===== config.mk =====
export PLATFORM = sky130hd
export DESIGN_NAME = bha_arbiter
export DESIGN_NICKNAME = d
export VERILOG_FILES = /design/src/core/bha_pkg.sv /design/src/core/bha_prio_enc.sv /design/src/core/bha_arbiter.sv
export SDC_FILE = /design/constraint.sdc
export NUM_CORES = 1
export LEC_CHECK = 0
export CAP_MARGIN = 20
export CORE_MARGIN = 3
export CORE_UTILIZATION = 50
export CTS_CLUSTER_DIAMETER = 200
export CTS_CLUSTER_SIZE = 10
export DETAILED_ROUTE_END_ITERATION = 8
export DONT_BUFFER_PORTS = 1
export HOLD_SLACK_MARGIN = 0.12
export SLEW_MARGIN = 20
export SYNTH_ARGS = -nofsm -noshare
export SYNTH_HDL_FRONTEND = slang
export SYNTH_SLANG_ARGS = --single-unit

===== constraint.sdc =====
create_clock -name core_clk -period 2.59 [get_ports core_clk]
set_clock_uncertainty 0.15 [all_clocks]
set_input_delay 0.3885 -clock core_clk [delete_from_list [all_inputs] [get_ports core_clk]]
set_output_delay 0.3885 -clock core_clk [all_outputs]
set_load 0.005 [all_outputs]

===== src/core/bha_pkg.sv =====
// Package for the bus hold and cycle priority arbiter
package bha_pkg;

  localparam int REQ_COUNT = 10;
  localparam int CYC_LEN_W = 4;

  // Request slots, highest priority first
  typedef enum logic [3:0] {
    SRC_EXEC_NP,
    SRC_REFRESH,
    SRC_HOLD,
    SRC_STEP,
    SRC_NMI,
    SRC_INT_ERR,
    SRC_HW_INT,
    SRC_MATH_ERR,
    SRC_GEN_EXEC,
    SRC_PREFETCH,
    SRC_NONE
  } bha_src_e;

  localparam logic [3:0] SRC_IDX_REFRESH = 4'h1;
  localparam logic [3:0] SRC_IDX_HOLD = 4'h2;

  typedef enum logic [1:0] {
    ATTR_PLAIN,
    ATTR_ODD_WORD,
    ATTR_LOAD_STORE,
    ATTR_STRING
  } bha_attr_e;

  // One internal bus cycle request
  typedef struct packed {
    logic valid;
    logic locked;
    bha_attr_e attr;
  } bha_req_s;

  // Bus cycle start handed to the bus sequencer
  typedef struct packed {
    logic start;
    bha_src_e src;
    logic locked;
  } bha_grant_s;

  localparam logic [CYC_LEN_W-1:0] HOLD_LAT_CYC = 4'h2;

endpackage


===== src/core/bha_prio_enc.sv =====
// Fixed priority encoder over request slots
`timescale 1ns/1ns
module bha_prio_enc (
  // Requests
  input wire logic [bha_pkg::REQ_COUNT-1:0] req,
  // Winner
  output logic any,
  output logic [3:0] idx
);
  import bha_pkg::*;

  always_comb begin
    any = 1'b0;
    idx = 4'h0;
    for (int i = REQ_COUNT - 1; i >= 0; i--) begin
      if (req[i]) begin
        any = 1'b1;
        idx = 4'(i);
      end
    end
  end

endmodule


===== src/core/bha_arbiter.sv =====
// Bus hold handshake and bus cycle priority arbiter
// Contract
// - Request back during refresh: finish refresh, float, acknowledge again.
// - On hold exit start pending cycle; with none, bus stays floating.
// - Rank: non-pipelined execution, then refresh, then hold request.
// - Then single-step, NMI, internal error, hardware, coprocessor error vectoring.
// - Then general execution ninth, prefetch fill cycles last.
// - Second cycle of odd word follows first with nothing between.
// - Load/store read and write may be split by other cycles.
// - String instruction cycles may be interleaved with other cycles.
// - Locked instruction cycles take top priority and run unsplit.
// - Master requests, waits for acknowledge, owns bus until request drops.
// - Refresh during hold drops acknowledge; bus retaken only after request drops.
// - Request to acknowledge is two clocks at least, when bus idle.
`timescale 1ns/1ns
module bha_arbiter (
  // Clock and reset
  input wire logic core_clk,
  input wire logic rst_n,
  // External master handshake
  input wire logic hold_req,
  output logic bus_grant_ack,
  output logic bus_float_n,
  // Internal requests, by slot
  input wire bha_pkg::bha_req_s exec_np_req,
  input wire logic refresh_req,
  input wire logic step_req,
  input wire logic nmi_req,
  input wire logic int_err_req,
  input wire logic hw_int_req,
  input wire logic math_err_req,
  input wire bha_pkg::bha_req_s gen_exec_req,
  input wire logic prefetch_req,
  // Bus sequencer
  input wire logic bus_ready,
  input wire logic cycle_done,
  output bha_pkg::bha_grant_s grant,
  output logic bus_lock_n
);
  import bha_pkg::*;

  typedef enum logic [2:0] {
    ST_IDLE,
    ST_BUSY,
    ST_HOLD_WAIT,
    ST_HOLD,
    ST_HOLD_RFSH,
    ST_RFSH
  } bha_state_e;

  bha_state_e state_q, state_d;
  logic hold_s1_q, hold_s2_q;
  logic hold_s1_d, hold_s2_d;
  logic [CYC_LEN_W-1:0] lat_q, lat_d;
  logic lock_q, lock_d;
  logic tie_q, tie_d;
  bha_src_e cur_q, cur_d;
  bha_grant_s grant_q, grant_d;
  logic ack_q, ack_d;
  logic [REQ_COUNT-1:0] req_vec;
  logic win_any;
  logic [3:0] win_idx;
  logic boundary;

  // Hold request comes from another master's clock
  always_comb begin
    hold_s1_d = hold_req;
    hold_s2_d = hold_s1_q;
  end

  always_ff @(posedge core_clk) begin
    if (!rst_n) begin
      hold_s1_q <= 1'b0;
      hold_s2_q <= 1'b0;
    end else begin
      hold_s1_q <= hold_s1_d;
      hold_s2_q <= hold_s2_d;
    end
  end

  // Boundary: idle, or current cycle completing with ready
  assign boundary = (state_q == ST_IDLE) ||
                    (state_q == ST_BUSY && cycle_done && bus_ready);

  always_comb begin
    req_vec = '0;
    req_vec[SRC_EXEC_NP] = exec_np_req.valid;
    req_vec[SRC_REFRESH] = refresh_req;
    req_vec[SRC_HOLD] = hold_s2_q && !lock_q;
    req_vec[SRC_STEP] = step_req;
    req_vec[SRC_NMI] = nmi_req;
    req_vec[SRC_INT_ERR] = int_err_req;
    req_vec[SRC_HW_INT] = hw_int_req;
    req_vec[SRC_MATH_ERR] = math_err_req;
    req_vec[SRC_GEN_EXEC] = gen_exec_req.valid;
    req_vec[SRC_PREFETCH] = prefetch_req;
  end

  bha_prio_enc u_prio (
    .req(req_vec),
    .any(win_any),
    .idx(win_idx)
  );

  always_comb begin
    state_d = state_q;
    lat_d = lat_q;
    lock_d = lock_q;
    tie_d = tie_q;
    cur_d = cur_q;
    grant_d = '{start: 1'b0, src: SRC_NONE, locked: 1'b0};
    ack_d = ack_q;
    case (state_q)
      ST_IDLE, ST_BUSY: begin
        if (boundary) begin
          if (state_q == ST_BUSY) begin
            lock_d = 1'b0;
          end
          if (tie_q || lock_q) begin
            // Tied or locked sequence owns the next cycle
            grant_d = '{start: 1'b1, src: cur_q, locked: lock_q};
            tie_d = 1'b0;
            lock_d = lock_q && (cur_q == SRC_EXEC_NP ? exec_np_req.locked
                                                    : gen_exec_req.locked);
            state_d = ST_BUSY;
          end else if (win_any && win_idx == SRC_IDX_HOLD) begin
            state_d = ST_HOLD_WAIT;
            lat_d = '0;
          end else if (win_any) begin
            // Load/store and string cycles rearbitrate each time
            cur_d = bha_src_e'(win_idx);
            grant_d = '{start: 1'b1, src: bha_src_e'(win_idx), locked: 1'b0};
            if (win_idx == 4'(SRC_EXEC_NP)) begin
              tie_d = exec_np_req.attr == ATTR_ODD_WORD;
              lock_d = exec_np_req.locked;
            end else if (win_idx == 4'(SRC_GEN_EXEC)) begin
              tie_d = gen_exec_req.attr == ATTR_ODD_WORD;
              lock_d = gen_exec_req.locked;
            end
            grant_d.locked = lock_d;
            state_d = ST_BUSY;
          end else begin
            state_d = ST_IDLE;
          end
        end
      end
      ST_HOLD_WAIT: begin
        lat_d = lat_q + 4'h1;
        if (!hold_s2_q) begin
          state_d = ST_IDLE;
        end else if (refresh_req) begin
          // Refresh outranks hold before acknowledge
          state_d = ST_IDLE;
        end else if (lat_q + 4'h1 >= HOLD_LAT_CYC - 4'h1) begin
          ack_d = 1'b1;
          state_d = ST_HOLD;
        end
      end
      ST_HOLD: begin
        if (!hold_s2_q) begin
          ack_d = 1'b0;
          state_d = ST_IDLE;
        end else if (refresh_req) begin
          ack_d = 1'b0;
          state_d = ST_HOLD_RFSH;
        end
      end
      ST_HOLD_RFSH: begin
        // Master relies on a one clock acknowledge being seen
        if (!hold_s2_q) begin
          grant_d = '{start: 1'b1, src: SRC_REFRESH, locked: 1'b0};
          state_d = ST_RFSH;
        end
      end
      ST_RFSH: begin
        if (cycle_done && bus_ready) begin
          if (hold_s2_q) begin
            ack_d = 1'b1;
            state_d = ST_HOLD;
          end else begin
            state_d = ST_IDLE;
          end
        end
      end
      default: begin
        state_d = ST_IDLE;
      end
    endcase
  end

  always_ff @(posedge core_clk) begin
    if (!rst_n) begin
      state_q <= ST_IDLE;
      lat_q <= '0;
      lock_q <= 1'b0;
      tie_q <= 1'b0;
      cur_q <= SRC_NONE;
      grant_q <= '{start: 1'b0, src: SRC_NONE, locked: 1'b0};
      ack_q <= 1'b0;
    end else begin
      state_q <= state_d;
      lat_q <= lat_d;
      lock_q <= lock_d;
      tie_q <= tie_d;
      cur_q <= cur_d;
      grant_q <= grant_d;
      ack_q <= ack_d;
    end
  end

  assign grant = grant_q;
  assign bus_grant_ack = ack_q;
  // Bus floats in hold and its wait states, and whenever idle, not only after hold
  assign bus_float_n = !(ack_q || state_q == ST_HOLD_WAIT || state_q == ST_HOLD_RFSH ||
                         state_q == ST_IDLE);
  assign bus_lock_n = !lock_q;

endmodule


==> impl_metrics.yaml <==
global_route:
  grt_overflow: 0
  grt_usage_pct: 20.0
  grt.met3_usage_pct: 5.79
  busiest_layer: "met1"
  grtUsageMet2_pct: 27.7
  antenna_found_initial: 0
  grt_pass1_wl_mm: 5.27
  grt_max_degree: 15
  use_met1_pct: 28.1
  grt_pass1_vias: 1150
synth:
  avgSynthCellArea_um2: 7.95
  ys_top_cells_by_area: "dfxtp_1, nand2_1, nor2_1, a21oi_1, nand2b_1"
  synth_edf_count: 0
  ys_top_cells_by_count: "dfxtp_1, nand2_1, nor2_1, a21oi_1, inv_1"
  synth_largest_area_cell: "dfxtp_1"
  yosysSeqAreaShare_pct: 32.4
  syn_area_mm2: 0.00136
  yosysMostFrequentCell: "dfxtp_1"
  synth_top_area_share_pct: 32.4
  syn_inst: 171
  synth_cell_type_count: 52
  synth_seq_cells: 22
  synth_ff_type: "dfxtp_1"
  syn-num-nets: 193
  synth-async-reset-ratio_pct: 0
  yosys_warnings: 0
routing:
  num_vias: 1229
  drc: 0
  viasPerCell: 6.11
  drt_iter0_markers: 93
  ant_nets: 0
  wl_mm: 3.10
  wl_per_cell_um: 15.4
  first_pass_iters: 4
place:
  numPortBuffers: 0
  place.gp.congestion: 0.810
  place_inst: 195
  dp_worst_setup_slack_ns: 0.651
  place_hpwl_mm: 2.33
floorplan:
  row_count: 18
  core_region_area_mm2: 0.00252
  dieWidth_um: 58.1
  start_util_pct: 53.9
  num_io_pins: 29
  die-area_mm2: 0.00338
  die_h_um: 58.1
sta:
  grt_setup_unrepaired: "false"
  finalHoldViolCount: 0
  slew_viol_final: 0
  post-route-period-util_pct: 76.7
  max_slew_margin_pct: 69.4
  timing_worst_slew_pin_value_ns: 0.458
  period_minus_slack_ns: 1.99
  tns_ns: 0
  fmax_ghz: 0.503
  setup_viol: 0
  finalWorstSetupSlack_ns: 0.603
clock_tree:
  h-tree-depth: 1
  tritoncts: "done"
  cts_made_buffers: 3
  cts_num_sinks: 22
  post_cts_buffers: 0
  ctsResizeCount: 0
  clkLatencyLatePin_ns: 0.31
  hold_buffers: 2
  cts.path.max_buffers: 2
  cts_root_buffer: "clkbuf_4"
  path_clk_slew_ns: 0.13
layout:
  n_fill_cell: 237
  nets: 194
  drive_gt1_share_pct: 8.19
  insertedDiodeCount: 0
  utilization_pct: 56.4
  areaGrowthSynthToFinish_pct: 4.79
  stdcell_count: 201
status:
  status: "finished, final reports clean"
critical_path:
  critPathKind: "flop to flop"
  cp.arrival_ns: 2.09
  endpoint_kind: "flop"
  required_ns: 2.69
  crit_path_start_kind: "flop"
  cp_max_fo: 14
job:
  max_cap_violations: 0
power_and_ir_drop:
  p_leak_nw: 0.511
  peakVddDrop_uv: 326
  p_per_area_mw_per_mm2: 479
worst_hold_path:
  hold_class: "input pin to flop"
==> placed cells by master (no fill, tap or decap), drive strengths merged, types with 3 or more instances in the layout <==
cell type  Yosys  layout
nand2         21      21
a21oi         13      13
clkbuf         3       4
nor2          18      18
nor3           6       6
nor4           4       4
dfxtp         22      22
inv           10      10
a31oi          5       5
o21ai         10      10
nor2b          4       4
o311ai         3       3
nand3          3       3
nand2b         8       8
==> critical path, cell delays in order, from the launching register on <==
cell and delay (ns):
dfxtp_1 0.47, a21boi_1 0.24, nor3_4 0.32, o2111ai_4 0.25, a211o_1 0.36, a21oi_1 0.13
==> state kept, by name, summed over array words and instances (netlist names) <==
| signal | flops |
|---|---|
| lock_q | 1 |
| bus_grant_ack | 1 |
| tie_q | 1 |
| cur_q | 4 |
| lat_q | 4 |
| state_q | 3 |
| hold_s2_q | 1 |
| hold_s1_q | 1 |
| grant | 6 |
==> through the flow <==
step	hold slack [ns]	area, µm²	total power, mW
final	0.146	1420	0.682
after global routing	0.149	1420	0.721
after floorplan	0.262	1360	0.466
after detailed placement	0.276	1370	0.489
after CTS	0.123	1420	0.687
after global placement	0.274	1370	0.489
==> worst paths after layout <==
kind,from,to,slack (ns),cells past startpoint
hold / removal,exec_np_req[3],grant[1]$_SDFF_PN0_,0.15,2
setup reg to reg,state_q[0]$_SDFFE_PN0P_,cur_q[0]$_SDFFE_PN0P_,0.60,5
setup / recovery,state_q[0]$_SDFFE_PN0P_,cur_q[0]$_SDFFE_PN0P_,0.60,5
hold reg to reg,hold_s1_q$_SDFF_PN0_,hold_s2_q$_SDFF_PN0_,0.30,1
==> kinds of logic after synthesis <==
group / synth area share [%]
compound gates: 29.0
flops: 32.4
buf+inv: 5.43
xor+xnor: 1.29
mux: 1.47
simple gates: 28.5
fa+ha+maj: 1.84
==> metal layers <==
| layer | wire (µm) | up-vias |
|---|---|---|
| met4 | 61 | 0 |
| li1 | - | 622 |
| met5 | 0 | - |
| met1 | 1460 | 549 |
| met2 | 1310 | 52 |
| met3 | 267 | 6 |
==> where the power goes <==
part / total, mW / switching [mW] / internal [mW]
Clock: 0.196 / 0.110 / 0.0859
Combinational: 0.111 / 0.0642 / 0.0470
Sequential: 0.375 / 0.0181 / 0.357
==> layout make-up <==
class                   instances  area [µm²]  area share, %
repair buffers                  3        27.5           1.93
inverters                      10        37.5           2.64
clock buffers                   4        36.3           2.55
multi-input cells             132         845           59.3
well taps                      30        37.5           2.64
flip-flops and latches         22         440           30.9
(Power assumes the default switching activity.)
